## src/rtl/mic_pkg.sv

```systemverilog
// Package of register offsets, bit positions and constants for the interrupt controller
package mic_pkg;
   // ---------------------------------------------------------------
   // Register byte addresses
   // ---------------------------------------------------------------
   // Printed offsets are not all multiples of four, so they are indices
   localparam logic [7:0]  IDX_IRQ_CONTROL   = 8'h0b;  // Control register index
   localparam logic [7:0]  IDX_PERIPH_FLAGS  = 8'h0c;  // Peripheral flag index
   localparam logic [7:0]  IDX_PERIPH_MASKS  = 8'h8c;  // Peripheral mask index
   localparam logic [7:0]  IDX_EVENT_STATUS  = 8'h40;  // Event status index
   localparam logic [7:0]  IDX_EVENT_MASK    = 8'h41;  // Event mask index
   localparam logic [7:0]  IDX_CORE_STATUS   = 8'h42;  // Core status index
   localparam logic [11:0] ADDR_IRQ_CONTROL  = {2'h0, IDX_IRQ_CONTROL, 2'h0};
   localparam logic [11:0] ADDR_PERIPH_FLAGS = {2'h0, IDX_PERIPH_FLAGS, 2'h0};
   localparam logic [11:0] ADDR_PERIPH_MASKS = {2'h0, IDX_PERIPH_MASKS, 2'h0};
   localparam logic [11:0] ADDR_EVENT_STATUS = {2'h0, IDX_EVENT_STATUS, 2'h0};
   localparam logic [11:0] ADDR_EVENT_MASK   = {2'h0, IDX_EVENT_MASK, 2'h0};
   localparam logic [11:0] ADDR_CORE_STATUS  = {2'h0, IDX_CORE_STATUS, 2'h0};

   // ---------------------------------------------------------------
   // Control register bits
   // ---------------------------------------------------------------
   localparam int BIT_GLOBAL_EN   = 7;
   localparam int BIT_PERIPH_EN   = 6;
   localparam int BIT_T0_MASK     = 5;
   localparam int BIT_EXT_MASK    = 4;
   localparam int BIT_PORT_MASK   = 3;
   localparam int BIT_T0_FLAG     = 2;
   localparam int BIT_EXT_FLAG    = 1;
   localparam int BIT_PORT_FLAG   = 0;
   // Peripheral bits (flag and mask share layout)
   localparam int BIT_T1          = 0;
   localparam int BIT_T2          = 1;
   localparam int BIT_CAPCMP      = 2;
   localparam int BIT_SERIAL      = 3;
   localparam int BIT_CONV        = 6;
   localparam int BIT_DISPLAY     = 7;
   localparam logic [7:0] PERIPH_IMPL = 8'hcf;    // Bits 5:4 read zero

   // ---------------------------------------------------------------
   // Reset values and misc
   // ---------------------------------------------------------------
   localparam logic [7:0]  RST_IRQ_CONTROL = 8'h00;
   localparam logic [7:0]  RST_PERIPH      = 8'h00;
   localparam logic [12:0] IRQ_VECTOR      = 13'h0004;
   localparam logic [3:0]  SPECIAL_TRIGGER = 4'hb;  // Compare mode 1011
   localparam int          NUM_SOURCES     = 9;
   // External event pipeline length: taken 3 to 4 cycles after event
   localparam logic [1:0]  EXT_LATENCY     = 2'h1;
   // Event status bits
   localparam int EV_ACCEPT  = 0;
   localparam int EV_RETURN  = 1;
   localparam int EV_WAKE    = 2;
   localparam int EV_FRAME   = 3;
endpackage : mic_pkg

```

## src/rtl/mic_irq_ctrl.sv

```systemverilog
// Interrupt controller of an 8-bit microcontroller with APB register access
`timescale 1ns/1ns
`default_nettype none
module mic_irq_ctrl
   import mic_pkg::*;
(
   input  wire logic        pclk,
   input  wire logic        presetn,
   input  wire logic        psel,
   input  wire logic        penable,
   input  wire logic        pwrite,
   input  wire logic [11:0] paddr,
   input  wire logic [31:0] pwdata,
   output logic      [31:0] prdata,
   output logic             pready,
   output logic             pslverr,
   input  wire logic        ext_irq_pin,
   input  wire logic        t0_overflow,
   input  wire logic        port_change,
   input  wire logic        conversion_done,
   input  wire logic        t1_overflow,
   input  wire logic        t2_match,
   input  wire logic        capcmp_event,
   input  wire logic [3:0]  capcmp_mode_field,
   input  wire logic        serial_port_event,
   input  wire logic        display_fetch_done,
   input  wire logic        first_common_line,
   input  wire logic        instr_boundary,
   input  wire logic        return_from_isr_op,
   input  wire logic        sleeping,
   output logic             core_irq_take,
   output logic [12:0]      vector_pc,
   output logic             stack_push,
   output logic             wake_up,
   output logic             t1_reset,
   output logic             frame_start,
   output logic             irq
);

   // ---------------------------------------------------------------
   // State
   // ---------------------------------------------------------------
   // Register images are at most one byte wide;
   // the bus shows them in bits 7:0 and
   // reads zero above. In every flag a
   // hardware set beats a software clear,
   // so an event on a write is not lost.

   logic [7:0] irq_control;           // Enables, masks and core flags
   logic [7:0] peripheral_irq_flags;  // Peripheral flags
   logic [7:0] peripheral_irq_masks;  // Peripheral masks
   logic [3:0] event_status;          // Sticky block events
   logic [3:0] event_mask;            // Mask for irq output
   logic [1:0] ext_wait;              // Countdown for pin/port latency
   logic       ext_pending;           // Pin/port event awaiting latency
   logic       prev_ext_pin;          // Edge detector for pin
   logic       prev_com;              // Edge detector for common line
   logic       in_service;            // Core is inside a service routine

   // ---------------------------------------------------------------
   // Combinational decode
   // ---------------------------------------------------------------
   logic       wr_access;             // Write takes effect this edge
   logic [7:0] periph_set;            // Peripheral set pulses
   logic       ext_edge;              // Rising edge on pin
   logic       core_pending;          // Control flag/mask pair active
   logic       periph_pending;        // Peripheral flag/mask pair active
   logic       request;               // Gated request to core
   logic       ext_ready;             // Pin/port latency satisfied
   logic       accept;                // Request accepted this cycle
   logic       special_trig;          // Compare special event

   // Writes land in the access phase;
   // reads use data caught at setup.
   assign wr_access = psel & penable & pwrite;
   assign ext_edge  = ext_irq_pin & ~prev_ext_pin;
   assign special_trig = capcmp_event & (capcmp_mode_field == SPECIAL_TRIGGER);

   // Source pulses are one cycle wide; a
   // source held high, other than the pin,
   // sets its flag each cycle, harmless as flags are sticky.
   // The compare unit keeps its own flag
   // when it fires the special trigger.

   // Peripheral set vector; the special trigger never sets timer1 flag
   always_comb begin
      periph_set = 8'h00;
      periph_set[BIT_T1]      = t1_overflow & ~special_trig;
      periph_set[BIT_T2]      = t2_match;
      periph_set[BIT_CAPCMP]  = capcmp_event;
      periph_set[BIT_SERIAL]  = serial_port_event;
      periph_set[BIT_CONV]    = conversion_done;
      periph_set[BIT_DISPLAY] = display_fetch_done;
   end

   // Pending pairs and request gating
   assign core_pending =
      (irq_control[BIT_T0_FLAG]   & irq_control[BIT_T0_MASK])   |
      (irq_control[BIT_EXT_FLAG]  & irq_control[BIT_EXT_MASK])  |
      (irq_control[BIT_PORT_FLAG] & irq_control[BIT_PORT_MASK]);
   assign periph_pending = |(peripheral_irq_flags & peripheral_irq_masks);
   assign request = irq_control[BIT_GLOBAL_EN] &
                    (core_pending |
                     (irq_control[BIT_PERIPH_EN] & periph_pending));
   // A request is taken at an instruction
   // boundary, or at once while the core
   // sleeps, and never inside a running
   // routine: only the return reopens it.

   // Pin/port requests only go once the latency pipeline has run
   assign ext_ready = ~ext_pending;
   assign accept = request & ext_ready & (instr_boundary | sleeping) &
                   ~in_service;

   // ---------------------------------------------------------------
   // Control register: flags, masks, global enable
   // ---------------------------------------------------------------
   // Global enable: reset clears it, a
   // take clears it, the return op sets
   // it. A write in the cycle of a take
   // still leaves the enable cleared, so
   // no routine starts with it open.

   // Write first, then hardware sets win over a cleared bit
   always_ff @(posedge pclk or negedge presetn) begin
      if (!presetn) begin
         irq_control <= RST_IRQ_CONTROL;
      end else begin
         if (wr_access && paddr == ADDR_IRQ_CONTROL) begin
            irq_control <= pwdata[7:0];
            if (accept) begin
               irq_control[BIT_GLOBAL_EN] <= 1'b0;
            end
         end else if (accept) begin
            irq_control[BIT_GLOBAL_EN] <= 1'b0;
         end else if (return_from_isr_op) begin
            irq_control[BIT_GLOBAL_EN] <= 1'b1;
         end
         if (t0_overflow) begin
            irq_control[BIT_T0_FLAG] <= 1'b1;
         end
         if (ext_edge) begin
            irq_control[BIT_EXT_FLAG] <= 1'b1;
         end
         if (port_change) begin
            irq_control[BIT_PORT_FLAG] <= 1'b1;
         end
      end
   end

   // ---------------------------------------------------------------
   // Peripheral flag and mask registers
   // ---------------------------------------------------------------
   // Bits 5:4 have no source; they are
   // held at zero and read back as zero.

   genvar gi;
   generate
      for (gi = 0; gi < 8; gi++) begin : g_periph
         // One flag bit per source; set beats a software clear
         always_ff @(posedge pclk or negedge presetn) begin
            if (!presetn) begin
               peripheral_irq_flags[gi] <= RST_PERIPH[gi];
            end else if (!PERIPH_IMPL[gi]) begin
               peripheral_irq_flags[gi] <= 1'b0;
            end else if (periph_set[gi]) begin
               peripheral_irq_flags[gi] <= 1'b1;
            end else if (wr_access && paddr == ADDR_PERIPH_FLAGS) begin
               peripheral_irq_flags[gi] <= pwdata[gi];
            end
         end
      end
   endgenerate

   // Mask register, plain storage
   always_ff @(posedge pclk or negedge presetn) begin
      if (!presetn) begin
         peripheral_irq_masks <= RST_PERIPH;
      end else if (wr_access && paddr == ADDR_PERIPH_MASKS) begin
         peripheral_irq_masks <= pwdata[7:0] & PERIPH_IMPL;
      end
   end

   // ---------------------------------------------------------------
   // External event latency pipeline
   // ---------------------------------------------------------------
   // Pin and port-change requests pass
   // this short pipeline so their latency
   // is three cycles plus, while awake, the
   // wait for the next instruction boundary.
   // A new event restarts the count.

   // Holds pin/port requests so service starts three to four cycles later
   always_ff @(posedge pclk or negedge presetn) begin
      if (!presetn) begin
         ext_wait    <= 2'h0;
         ext_pending <= 1'b0;
      end else if (ext_edge || port_change) begin
         ext_wait    <= EXT_LATENCY;
         ext_pending <= 1'b1;
      end else if (ext_wait != 2'h0) begin
         ext_wait    <= ext_wait - 2'h1;
      end else begin
         ext_pending <= 1'b0;
      end
   end

   // Edge detectors for pin and display common line
   always_ff @(posedge pclk or negedge presetn) begin
      if (!presetn) begin
         prev_ext_pin <= 1'b0;
         prev_com     <= 1'b0;
      end else begin
         prev_ext_pin <= ext_irq_pin;
         prev_com     <= first_common_line;
      end
   end

   // ---------------------------------------------------------------
   // Core-facing outputs
   // ---------------------------------------------------------------
   // Take, push and vector are one-cycle
   // pulses that stand together; the
   // vector reads zero at all other times
   // so no stale address reaches the core.

   // Service tracking, vector and push pulses
   always_ff @(posedge pclk or negedge presetn) begin
      if (!presetn) begin
         in_service    <= 1'b0;
         core_irq_take <= 1'b0;
         stack_push    <= 1'b0;
         vector_pc     <= 13'h0000;
      end else begin
         core_irq_take <= accept;
         stack_push    <= accept;
         vector_pc     <= accept ? IRQ_VECTOR : 13'h0000;
         if (accept) begin
            in_service <= 1'b1;
         end else if (return_from_isr_op) begin
            in_service <= 1'b0;
         end
      end
   end

   // Wake is a level while the core
   // sleeps with a masked-in pair set;
   // it changes no enable and no flag.
   // Frame start marks a rising edge.

   // Wake level, timer1 reset and frame start pulses
   always_ff @(posedge pclk or negedge presetn) begin
      if (!presetn) begin
         wake_up     <= 1'b0;
         t1_reset    <= 1'b0;
         frame_start <= 1'b0;
      end else begin
         // Any masked-in pair wakes, global enable ignored; flags untouched
         wake_up     <= sleeping & (core_pending | periph_pending);
         t1_reset    <= special_trig;
         frame_start <= first_common_line & ~prev_com;
      end
   end

   // ---------------------------------------------------------------
   // Event status, mask and interrupt line
   // ---------------------------------------------------------------
   // Block events for a host that watches
   // the controller over the bus: accept,
   // return, wake and display fetch done.

   logic [3:0] ev_set;   // Event pulses
   always_comb begin
      ev_set = 4'h0;
      ev_set[EV_ACCEPT] = accept;
      ev_set[EV_RETURN] = return_from_isr_op;
      ev_set[EV_WAKE]   = sleeping & (core_pending | periph_pending);
      ev_set[EV_FRAME]  = display_fetch_done;
   end

   // Write-one-to-clear; a new event beats the clear
   always_ff @(posedge pclk or negedge presetn) begin
      if (!presetn) begin
         event_status <= 4'h0;
         event_mask   <= 4'h0;
      end else begin
         if (wr_access && paddr == ADDR_EVENT_STATUS) begin
            event_status <= (event_status & ~pwdata[3:0]) | ev_set;
         end else begin
            event_status <= event_status | ev_set;
         end
         if (wr_access && paddr == ADDR_EVENT_MASK) begin
            event_mask <= pwdata[3:0];
         end
      end
   end

   // The line is registered, so it rises
   // one cycle after the event is stored.

   // Level interrupt output
   always_ff @(posedge pclk or negedge presetn) begin
      if (!presetn) begin
         irq <= 1'b0;
      end else begin
         irq <= |(event_status & event_mask);
      end
   end

   // ---------------------------------------------------------------
   // APB slave: zero wait states, error on unmapped address
   // ---------------------------------------------------------------
   logic        addr_hit;   // Address maps to a register
   logic [31:0] rd_mux;     // Read data selection
   always_comb begin
      addr_hit = 1'b1;
      rd_mux   = 32'h0000_0000;
      case (paddr)
         ADDR_IRQ_CONTROL:  rd_mux = {24'h000000, irq_control};
         ADDR_PERIPH_FLAGS: rd_mux = {24'h000000, peripheral_irq_flags};
         ADDR_PERIPH_MASKS: rd_mux = {24'h000000, peripheral_irq_masks};
         ADDR_EVENT_STATUS: rd_mux = {28'h0000000, event_status};
         ADDR_EVENT_MASK:   rd_mux = {28'h0000000, event_mask};
         ADDR_CORE_STATUS:  rd_mux = {30'h00000000, ext_pending, in_service};
         default:           addr_hit = 1'b0;
      endcase
   end

   // Every transfer has one access cycle.
   // An unmapped address answers with an
   // error and a write to it is dropped;
   // read data are zero outside a read.

   // Answer registered in the setup cycle so pready is high in access phase
   always_ff @(posedge pclk or negedge presetn) begin
      if (!presetn) begin
         pready  <= 1'b0;
         pslverr <= 1'b0;
         prdata  <= 32'h0000_0000;
      end else begin
         pready  <= psel & ~penable;
         pslverr <= psel & ~penable & ~addr_hit;
         prdata  <= (psel & ~penable & ~pwrite) ? rd_mux : 32'h0000_0000;
      end
   end

   // Limits: one vector serves all
   // sources, so the routine polls the
   // flags; no priority and no nesting.

endmodule // mic_irq_ctrl
`default_nettype wire

```

## config.mk

```make
export PLATFORM = sky130hd
export DESIGN_NAME = mic_irq_ctrl
export DESIGN_NICKNAME = d
export VERILOG_FILES = /design/src/rtl/mic_pkg.sv /design/src/rtl/mic_irq_ctrl.sv
export SDC_FILE = /design/constraint.sdc
export NUM_CORES = 1
export LEC_CHECK = 0
export BUFFER_PORTS_ARGS = -buffer_cell sky130_fd_sc_hd__buf_2
export CAP_MARGIN = 20
export CELL_PAD_IN_SITES_DETAIL_PLACEMENT = 0
export CELL_PAD_IN_SITES_GLOBAL_PLACEMENT = 1
export CORE_UTILIZATION = 39
export CTS_BUF_LIST = sky130_fd_sc_hd__clkbuf_4
export CTS_CLUSTER_DIAMETER = 40
export DETAILED_ROUTE_END_ITERATION = 6
export GPL_TIMING_DRIVEN = 0
export PLACE_DENSITY_LB_ADDON = 0.1
export SYNTH_ARGS = -nofsm -noshare
export SYNTH_HDL_FRONTEND = slang
export SYNTH_SLANG_ARGS = --single-unit
```

## constraint.sdc

```tcl
create_clock -name pclk -period 3.45 [get_ports pclk]
set_input_delay 0.69 -clock pclk [delete_from_list [all_inputs] [get_ports pclk]]
set_output_delay 0.69 -clock pclk [all_outputs]
set_load 0.01 [all_outputs]
```

After elaboration in Yosys (flattened, before gate mapping):

Index checks and enable logic that the tools add are counted.

* flip-flop bits (word level): 76
* bits of input ports: 66
* output and inout port bits: 53
* word-level logic and storage cells: 127

* add/subtract/negate cells: 1
* equal/unequal tests: 8
* multiplexer cells: 31
* bitwise operators: 37
* reductions and logical operators: 22

Operator list (number)
* 8-bit case mux with 6 select lines: 1
* 12-bit by 9-bit equality test with 1-bit output (second input constant): 3
* 32-bit 2-to-1 mux: 1
* 12-bit by 6-bit equality test with 1-bit output (second input constant): 2
* 1-bit 2-to-1 mux: 24
* 2-bit nonzero test: 12
* 1-bit AND: 18
* 12-bit by 10-bit equality test with 1-bit output (second input constant): 1
* 4-bit AND: 2
* 8-bit AND: 1
* 1-bit NOT: 8
* 4-bit OR: 2
* 8-bit OR reduction: 1
* 3-bit 2-to-1 mux: 2
* 6-bit OR reduction: 1
* 1-bit logical AND: 5
* 1-bit OR: 5
* 4-bit equality test (second input constant): 1
* 2-bit 2-to-1 mux: 2
* 4-bit 2-to-1 mux: 1
* 4-bit NOT: 1
* 4-bit OR reduction: 1
* 3-bit nonzero test: 1
* 2-bit inequality test (second input constant): 1
* other kinds (2): 2

Logic depth before layout (Yosys ltp):

Gate-level depths: netlist of run 1.

* depth in word-level cells: 10
* gate-level depth with buffers: 6
* gate-level depth less buffers: 5

Worst setup path after synthesis of run 1:

OpenSTA, ideal clock, no wires.

* path type: input port to flip-flop
* start point: input paddr[7]
* end point: register event_mask[0]
* library setup time: 0.128 ns
* arrival: 2.045 ns
* required time: 3.322 ns
* slack: 1.278 ns
* cell stages on the path: 5
* path through: or4_4 > buf_6 > nor4_4 > nand3_2 > mux2_1

* longest elaborated chain between the ends: 2

Ends and longest elaborated chain
* from (decl): RTL line mic_irq_ctrl.sv:12 `input wire logic [11:0] paddr,`
* 12-bit by 9-bit equality test with 1-bit output: RTL line mic_irq_ctrl.sv:292 `if (wr_access && paddr == ADDR_EVENT_MASK) begin`
* 1-bit logical AND: RTL line mic_irq_ctrl.sv:292
* to (signal assigned): RTL line mic_irq_ctrl.sv:293 `event_mask <= pwdata[3:0];`
* to (decl): RTL line mic_irq_ctrl.sv:53 `logic [3:0] event_mask;`

No other way between the ends.
A chain may end at the register's enable or synchronous reset.

Final worst setup path of run 1:

* start point: input paddr[1]
* end point: register peripheral_irq_masks[1]

* longest elaborated chain between the ends: 2

Ends and longest elaborated chain
* 12-bit by 10-bit equality test with 1-bit output: RTL line mic_irq_ctrl.sv:179 `end else if (wr_access && paddr == ADDR_PERIPH_MASKS) begin`
* 1-bit logical AND: RTL line mic_irq_ctrl.sv:179
* to (signal assigned): RTL line mic_irq_ctrl.sv:180 `peripheral_irq_masks <= pwdata[7:0] & PERIPH_IMPL;`
* to (decl): RTL line mic_irq_ctrl.sv:51 `logic [7:0] peripheral_irq_masks;`

No other way between the ends.

==> impl_results.md, run 1 <==
- Power Dens Cells: ~310 nW/um^2
- Rel. slew slack: 0.561
- Critical path data arrival time: 2.44 ns
- Total GRT Usage: 0.168
- Sinks on Clock Net: 49
- Synth warnings: 0
- Critical path cell sequence: buf_2 > nor4b_1 > nand3_1 > nor2_1 > mux2_2
- Clock root cell: clkbuf_4
- Final #Nets: around 410
- Largest stage delay on the critical path: 0.60 ns
- CTS Buffer Depth: 2
- Via-to-Cell Ratio: 4.71
- Setup WS pre-CTS: 0.877 ns
- Number of flops mapped to enable cells by yosys: 0
- Die height: around 84 um
- Layout area overhead: 22.2%
- Main area contributors after synthesis: dfrtp_1 47%, buf_4 11%, mux2_2 7.8%
- Wire per inst: between 10 and 15 um
- Synth Cell Area: between 2000 and 3000 sq um
- Synth Register Bits: between 40 and 50
- Worst EP required: about 3.7 ns
- Setup Buffers After CTS: 0
- CP endpoint kind: flip-flop
- Synth top area share: 0.470
- Top post-synthesis cells by count: 49 x dfrtp_1, 39 x buf_4, 23 x nand2_1
- Clock Skews: roughly 0.012 ns
- TritonCTS clock tree: built
- Synth Flop Type: dfrtp_1
- Number of DRC markers in iteration 0: between 100 and 150
- # DRC: 0
- Syn Area/Cell: ~11 sq um
- Core Footprint: roughly 6400 sq um
- Overall power: approximately 0.99 mW
- Die Footprint: about 7000 sq um
- Fmax: 458 MHz
- Reg clk slew, reported paths: around 0.13 ns
- Final core occ: 0.499
- Rows: 29
- Sum Neg Setup Slack: 0 ns
- Starting density of the core: 0.408
- Total CTS buffers: 5
- Final number of setup-violating endpoints: 0
- Largest net degree at the start of global routing: 50
- Post_cts resized: 0
- Leak: roughly 1.7 nW
- Routed Antenna Nets: 0
- Post-synth ARST share: 1.00
- Vias: between 1,500 and 2,000
- CTS Hold Buffers Added: 0
- Top Ports: ~120
- Largest area contributor in the netlist: dfrtp_1
- Dpl cells: 413
- Number of H-tree levels: 2
- Hold Path Class: primary input to asynchronous set/reset pin
- Global-route wire length before repair: 9180 um
- Ant diodes: 0
- Slowest CP cell: nor4b_1
- Clk_lat worst skew: 0.36 ns
- FF-to-FF Start: irq_control[2]
- Max FO, Critical Path: 6
- Fin. Hold Viols: 0
- Final HPWL DP: approximately 4400 um
- # port buffers: 56
- Cell Count, Final, Fillers Out: around 420
- Initial antenna violation count: 0
- Final worst-path cycle share: 0.632
- DR pass1 iterations: 4
- Synth cell types: 46
- Sequential fraction of the synthesis area: 0.470
- RSZ-0062 raised after global routing: no
- Outcome: finished clean
- Slew @ Worst Pin: ~0.65 ns
- Final Max Tran Viols: 0
- Setup CP Type: primary input to flip-flop
- WL final: 5620 um
- Number of fill cells: 637
- Period minus WS final: around 2.2 ns
- GRT overflow: 0
- Synthesized instance count: 245
- Fraction of layout cells with a size suffix above 1: 0.383
- Die Wd: 83.8 um
- CP startpoint: paddr[1]
- Cell with the most instances after synthesis: dfrtp_1
- Number of global-route vias before repair: 1,891
- Total of max-cap violations: 0
- Placer Congestion: roughly 0.77
- VDD IR max: 0.000207 V
- Final worst slack: 1.27 ns
- Setup crit start kind: primary input
where the power goes:
part / leakage, nW / total [mW] / switching [mW] / internal (mW)
Sequential: 0.605 / 0.590 / 0.00573 / 0.585
Clock: 0.0300 / 0.251 / 0.177 / 0.0742
Combinational: 1.06 / 0.151 / 0.0795 / 0.0718
Total: 1.69 / 0.993 / 0.262 / 0.730
worst paths after layout:
check | to | slack (ns) | cells after the start
setup / recovery | peripheral_irq_masks[1] | 1.27 | 5
hold / removal | pslverr | 0.16 | 1
setup reg to reg | in_service | 1.86 | 4
hold reg to reg | frame_start | 0.42 | 1
max in group asynchronous | t1_reset | 2.82 | 2
min in group pclk | frame_start | 0.42 | 1
flip-flops by register name, indices dropped and copies added (netlist names), 2 cells and up:
register and count:
peripheral_irq_flags 6, peripheral_irq_masks 6, irq_control 8, event_mask 4
prdata 8, event_status 4, ext_wait 2
cells in the final DEF, fill, tap and decap left out, types with 4 or more instances in the layout:
master / n
a22oi_1: 9
o21ai_0: 4
conb_1: 36
dfrtp_1: 49
nor2b_1: 4
mux2_2: 18
and3_1: 5
nor2_1: 12
a21o_1: 5
a31oi_1: 6
clkbuf_4: 5
nand2_1: 23
buf_4: 39
nand4_1: 5
buf_2: 57
inv_1: 10
clkbuf_1: 5
mux2_1: 4
per-stage QoR:
step / hold slack [ns] / area (sq um)
global route: 0.149 / 3190
CTS: 0.422 / 3170
finish: 0.162 / 3190
global placement: 0.387 / 3120
detailed placement: 0.407 / 3120
floorplan: 0.378 / 2740
area by class of cell:
| cell class | count | area, sq um | share of cell area |
|---|---|---|---|
| Timing Repair Buffer | 57 | 300 | 0.0943 |
| Clock buffer | 5 | 37.5 | 0.0118 |
| Tap cell | 77 | 96.3 | 0.0302 |
| Inverter | 10 | 37.5 | 0.0118 |
| Clock inverter | 3 | 12.5 | 0.00393 |
| Buffer | 46 | 328 | 0.103 |
| Multi-Input combinational cell | 175 | 1150 | 0.360 |
| Sequential cell | 49 | 1230 | 0.385 |
cells by family (layout without fill, tap and decap cells):
family                     Yosys count  count (layout)  share of synthesized area
and+or+nand+nor                     75              75                      0.171
buffers and inverters               56             121                      0.140
DFF                                 49              49                      0.470
AOI/OAI and AO/OA                   37              37                      0.102
muxes                               25              25                      0.107
adders and majority gates            1               1                    0.00480
other                                1              36                    0.00144
xor gates and xnor gates             1               1                    0.00336
layer usage:
| metal | vias to the layer above | part of all wire | track usage |
|---|---|---|---|
| met5 | - | 0 | 0 |
| met4 | 0 | 0.025 | 0.0539 |
| met3 | 9 | 0.048 | 0.0376 |
| met2 | 64 | 0.46 | 0.271 |
| met1 | 917 | 0.46 | 0.224 |
| li1 | 996 | - | - |
critical path: cells and delay by family:
family,cells,cell delay [ns]
buf+inv,1,0.11
mux,1,0.40
simple gates,3,1.23
No activity file was read; power rests on OpenSTA's default activity.
==> run 2: changes to the inputs <==
--- a/config.mk
+++ b/config.mk
@@ -9,7 +9,7 @@
 export CAP_MARGIN = 20
 export CELL_PAD_IN_SITES_DETAIL_PLACEMENT = 0
 export CELL_PAD_IN_SITES_GLOBAL_PLACEMENT = 1
-export CORE_UTILIZATION = 39
+export CORE_UTILIZATION = 36
 export CTS_BUF_LIST = sky130_fd_sc_hd__clkbuf_4
 export CTS_CLUSTER_DIAMETER = 40
 export DETAILED_ROUTE_END_ITERATION = 6
==> constraint.sdc (replaced) <==
create_clock -name pclk -period 2.25 [get_ports pclk]
set_input_delay 0.45 -clock pclk [delete_from_list [all_inputs] [get_ports pclk]]
set_output_delay 0.45 -clock pclk [all_outputs]
set_load 0.01 [all_outputs]
==> impl_results.md, run 2 (same netlist as run 1, synthesis figures left out) <==
- Outcome: finished clean
- Rows: 30 (+3.4%)
- Fraction of layout cells with a size suffix above 1: 0.387 (+0.00467)
- Sinks on Clock Net: 49 (unchanged)
- Initial antenna violation count: 0 (unchanged)
- Largest stage delay on the critical path: 0.63 ns (+0.03 ns)
- Fin. Hold Viols: 0 (unchanged)
- Most common library cell in the layout ignoring fill and taps: buf_2
- RSZ-0062 raised after global routing: no
- Critical path data arrival time: 2.21 ns (-0.23 ns)
- Hold Path Class: primary input to flip-flop
- Die Wd: 87.1 um (+4.0%)
- Buf+Inv Stages, Crit Path: 1 (unchanged)
- Worst path top cell family by delay: simple AND/OR/NAND/NOR gates
- Critical path cell sequence: buf_2 > nor4b_1 > nand3_1 > nor2_1 > mux2_2
- Global-route wire length before repair: 9110 um (-0.82%)
- WL final: 5690 um (+1.2%)
- Dpl cells: 432 (+4.6%)
- Most frequent cells in the layout: 57 x buf_2, 49 x dfrtp_1, 39 x buf_4, 36 x conb_1, 23 x nand2_1
- Routed Antenna Nets: 0 (unchanged)
- Total GRT Usage: 0.159 (-0.00890)
- Wire per inst: 12.9 um (-3.4%)
- Ant diodes: 0 (unchanged)
- Number of H-tree levels: 2 (unchanged)
- Period minus WS final: around 2.0 ns
- Overall power: 1.54 mW (+55%)
- Power Dens Cells: 477 nW/um^2 (+53%)
- Top flop regs: irq_control: 8 flops, prdata: 8 flops
- CP endpoint kind: flip-flop
- Largest net degree at the start of global routing: 50 (unchanged)
- Number of DRC markers in iteration 0: 55 (-51%)
- Core Footprint: 6910 sq um (+8.2%)
- Fmax: ~510 MHz
- Vias: 2,005 (+0.96%)
- Worst EP required: 2.50 ns (-1.21 ns)
- DR pass1 iterations: 4 (unchanged)
- TritonCTS clock tree: built
- Clock Skews: 0.0173 ns (+0.00559 ns)
- Reg clk slew, reported paths: 0.13 ns (about the same)
- Placer Congestion: 0.752 (-2.9%)
- Number of fill cells: 683 (+7.2%)
- Rel. slew slack: 0.532 (-0.0283)
- Cell Count, Final, Fillers Out: 442 (+4.7%)
- Slowest CP cell: nor4b_1
- Final worst-path cycle share: 0.874
- Clock root cell: clkbuf_4
- Final number of setup-violating endpoints: 0 (unchanged)
- Top Ports: 119 (unchanged)
- Die height: 87.1 um (+4.0%)
- Total CTS buffers: 5 (unchanged)
- Leak: 1.70 nW (+0.57%)
- Die Footprint: 7590 sq um (+8.1%)
- Layout area overhead: 23.7%
- Setup CP Type: primary input to flip-flop
- VDD IR max: 0.000215 V (+3.9%)
- Final Max Tran Viols: 0 (unchanged)
- Via-to-Cell Ratio: 4.54 (-3.6%)
- Final #Nets: 412 (+0.24%)
- # DRC: 0 (unchanged)
- Total of max-cap violations: 0 (unchanged)
- GRT overflow: 0 (unchanged)
- Slew @ Worst Pin: 0.692 ns (+0.0418 ns)
- Clk_lat worst skew: 0.36 ns (about the same)
- Final HPWL DP: 4470 um (+1.4%)
- Number of global-route vias before repair: 1,847 (-2.3%)
- Final core occ: 0.467 (-0.0320)
- CTS Buffer Depth: 2 (unchanged)
- Starting density of the core: 0.378 (-0.0308)
- Setup crit start kind: primary input
- Max FO, Critical Path: 6 (unchanged)
- # port buffers: 56 (unchanged)
run 2: cell type report:
| class | instances | area [sq um] | share of cell area |
|---|---|---|---|
| Sequential cell | 49 | 1230 | 0.380 |
| Multi-Input combinational cell | 175 | 1150 | 0.356 |
| Buffer | 46 | 328 | 0.102 |
| Timing Repair Buffer | 58 | 310 | 0.0962 |
| Tap cell | 96 | 120 | 0.0373 |
| Clock buffer | 6 | 45.0 | 0.0140 |
| Inverter | 10 | 37.5 | 0.0116 |
| Clock inverter | 2 | 10.0 | 0.00310 |
run 2: worst paths after layout:
kind / cells past startpoint / end / slack, ns / startpoint
max in group asynchronous: 3 / ext_wait[0] / 1.30 / presetn
min in group asynchronous: 2 / event_mask[0] / 0.46 / presetn
worst min register to register: 1 / frame_start / 0.42 / prev_com
worst min-delay path: 1 / prev_com / 0.20 / first_common_line
worst max register to register: 4 / in_service / 0.76 / irq_control[2]
worst max-delay path: 5 / peripheral_irq_masks[6] / 0.28 / paddr[1]
run 2: worst register-to-register path: stages, from the launching register on:
cell	delay, ns
dfrtp_1	0.43
a222oi_1	0.41
nand4_1	0.17
and3_1	0.24
a21o_1	0.16
run 2: timing repair:
action	CTS	global route
endpoints found under the setup margin	0	0
endpoints found under the hold margin	0	9
buffers inserted	0	0
hold buffers	0	1
resized for setup	0	0
run 2: through the flow:
step	setup TNS, ns	setup WS, ns	hold slack [ns]	cell area (sq um)
floorplan	0	0.318	0.154	2740
global placement	-0.507	-0.0857	0.390	3140
detailed placement	-0.467	-0.0820	0.401	3140
CTS	0	0.312	0.188	3190
global route	0	0.196	0.189	3220
finish	0	0.284	0.199	3220
run 2: metal layers:
metal / part of all wire / wire length [um] / vias up / GRT usage
met3: 0.059 / 335 / 5 / 0.0322
met5: 0 / 0 / - / 0
met4: 0.0097 / 55 / 0 / 0.0402
met2: 0.47 / 2700 / 68 / 0.268
met1: 0.46 / 2600 / 941 / 0.209
li1: - / - / 991 / -
run 2: report_power, final:
group | internal [mW] | switching (mW)
sequential | 0.896 | 0.00930
clock | 0.132 | 0.268
combinational | 0.111 | 0.123
total | 1.14 | 0.400
==> run 3: changes to the inputs <==
--- a/config.mk
+++ b/config.mk
@@ -5,7 +5,7 @@
 export SDC_FILE = /design/constraint.sdc
 export NUM_CORES = 1
 export LEC_CHECK = 0
-export BUFFER_PORTS_ARGS = -buffer_cell sky130_fd_sc_hd__buf_2
+export BUFFER_PORTS_ARGS = -buffer_cell sky130_fd_sc_hd__buf_4
 export CAP_MARGIN = 20
 export CELL_PAD_IN_SITES_DETAIL_PLACEMENT = 0
 export CELL_PAD_IN_SITES_GLOBAL_PLACEMENT = 1
==> constraint.sdc (replaced) <==
create_clock -name pclk -period 2.2 [get_ports pclk]
set_input_delay 0.44 -clock pclk [delete_from_list [all_inputs] [get_ports pclk]]
set_output_delay 0.44 -clock pclk [all_outputs]
set_load 0.01 [all_outputs]
==> impl_results.md, run 3 (same netlist as run 1, synthesis figures left out) <==
- Outcome: finished clean
- Die height: 87.1 um (unchanged)
- Ant diodes: 0 (unchanged)
- Slew @ Worst Pin: 0.663 ns (-0.0285 ns)
- Die Wd: 87.1 um (unchanged)
- CP endpoint kind: flip-flop
- Initial antenna violation count: 0 (unchanged)
- Final worst-path cycle share: 0.880
- Setup CP Type: primary input to flip-flop
- FF-to-FF Start: irq_control[2]
- Die Footprint: 7590 sq um (unchanged)
- Top Ports: 119 (unchanged)
- Leak: 1.72 nW (+0.97%)
- TritonCTS clock tree: built
- Number of global-route vias before repair: 1,884 (+2.0%)
- Fin. Hold Viols: 0 (unchanged)
- Hold Path Class: primary input to asynchronous set/reset pin
- Final #Nets: 410 (-0.49%)
- Total GRT Usage: 0.163 (+0.00395)
- DR pass1 iterations: 4 (unchanged)
- Placer Congestion: 0.770 (+2.5%)
- Reg clk slew, reported paths: 0.14 ns (about the same)
- Starting density of the core: 0.378 (unchanged)
- # port buffers: 56 (unchanged)
- Global-route wire length before repair: 9230 um (+1.3%)
- Sum Neg Setup Slack: 0 ns (unchanged)
- Wire per inst: 13.2 um (+2.3%)
- Worst EP required: 2.45 ns (-0.05 ns)
- GRT overflow: 0 (unchanged)
- CTS Buffer Depth: 2 (unchanged)
- Rel. slew slack: 0.552 (+0.0193)
- Sinks on Clock Net: 49 (unchanged)
- Final HPWL DP: 4550 um (+1.8%)
- Fmax: between 500 and 600 MHz
- Final core occ: 0.484 (+0.0167)
- Routed Antenna Nets: 0 (unchanged)
- Number of H-tree levels: 2 (unchanged)
- Clk_lat worst skew: 0.36 ns (about the same)
- Number of DRC markers in iteration 0: 102 (+85%)
- # DRC: 0 (unchanged)
- Top flop regs: irq_control: 8 flops, prdata: 8 flops
- CTS Hold Buffers Added: 0 (unchanged)
- Total of max-cap violations: 0 (unchanged)
- WL final: 5800 um (+1.8%)
- Core Footprint: 6910 sq um (unchanged)
- Most common library cell in the layout ignoring fill and taps: buf_4
- Flop2flop setup slack: 0.65 ns (-0.11 ns)
- RSZ-0062 raised after global routing: no
- Post_cts resized: 0 (unchanged)
- Layout area overhead: 28.1%
- Via-to-Cell Ratio: 4.49 (-0.95%)
- Cell Count, Final, Fillers Out: 440 (-0.45%)
- R2r worst-path depth: 4 (unchanged)
- Period minus WS final: ~1.9 ns
- VDD IR max: 0.000257 V (+20%)
- Setup Buffers After CTS: 0 (unchanged)
- Power Dens Cells: 482 nW/um^2 (+0.91%)
- Vias: 1,977 (-1.4%)
- Clock root cell: clkbuf_4
- Final Instance Area: 3340 sq um (+3.6%)
- Final Max Tran Viols: 0 (unchanged)
- Placed inst area: 3280 sq um (+4.5%)
- Critical path data arrival time: 2.19 ns (-0.02 ns)
- Final number of setup-violating endpoints: 0 (unchanged)
- Reg-to-Reg End: irq_control[7]
- Dpl cells: 432 (unchanged)
- Max FO, Critical Path: 6 (unchanged)
- Fraction of layout cells with a size suffix above 1: 0.387 (-0.000655)
- Total CTS buffers: 5 (unchanged)
- Clock Skews: 0.0104 ns (-0.00690 ns)
- Setup crit start kind: primary input
- Largest net degree at the start of global routing: 50 (unchanged)
- Most frequent cells in the layout: 95 x buf_4, 49 x dfrtp_1, 36 x conb_1, 23 x nand2_1, 18 x mux2_2
- Rows: 30 (unchanged)
==> run 3: cell count changes in the layout (fill, tap and decap cells not counted), sizes merged <==
| cell | previous run | this run |
|---|---|---|
| buf | 98 | 97 |
| clkbuf | 11 | 12 |
| clkinv | 2 | 0 |
| clkinvlp | 0 | 1 |
| dlygate4sd3 | 1 | 0 |
==> run 3: how the worst max path moves through the flow <==
| stage | to | start | slack [ns] | cells after the start |
|---|---|---|---|---|
| after floorplan | event_mask[0] | paddr[7] | 0.28 | 5 |
| after global placement | peripheral_irq_masks[3] | paddr[1] | -0.13 | 5 |
| after detailed placement | peripheral_irq_masks[2] | paddr[1] | -0.14 | 5 |
| after CTS | peripheral_irq_masks[2] | paddr[1] | 0.23 | 5 |
| after global routing | peripheral_irq_masks[3] | paddr[1] | 0.14 | 5 |
| final | peripheral_irq_masks[2] | paddr[1] | 0.26 | 5 |
==> run 3: area by class of cell <==
type | instances | area (sq um)
multi-input combinational | 175 | 1150
sequential | 49 | 1230
inverter | 10 | 37.5
buffer | 46 | 328
tap | 96 | 120
fill | 699 | 3570
clock buffer | 7 | 52.6
clock inverter | 1 | 7.51
timing repair buffer | 56 | 420
==> run 3: routing by layer <==
| layer | wire, um | vias up | track usage |
|---|---|---|---|
| met5 | 0 | - | 0 |
| met4 | 57 | 0 | 0.0462 |
| met3 | 292 | 5 | 0.0351 |
| met2 | 2710 | 64 | 0.272 |
| met1 | 2730 | 916 | 0.213 |
| li1 | - | 992 | - |
==> run 3: stage by stage <==
step | worst slack, ns | power [mW] | hold WS, ns
floorplan | 0.278 | 1.09 | 0.144
finish | 0.264 | 1.61 | 0.0630
detailed placement | -0.145 | 1.20 | 0.388
CTS | 0.234 | 1.63 | 0.0886
global route | 0.136 | 1.70 | 0.109
global placement | -0.128 | 1.20 | 0.390
==> run 3: critical path: stages <==
cell and delay [ns]:
buf_4 0.12, nor4b_1 0.61, nand3_1 0.15, nor2_1 0.48, mux2_2 0.40
==> run 3: power by group <==
group	total [mW]	internal, mW	switching [mW]
sequential	0.926	0.917	0.00952
combinational	0.255	0.130	0.124
clock	0.428	0.151	0.276
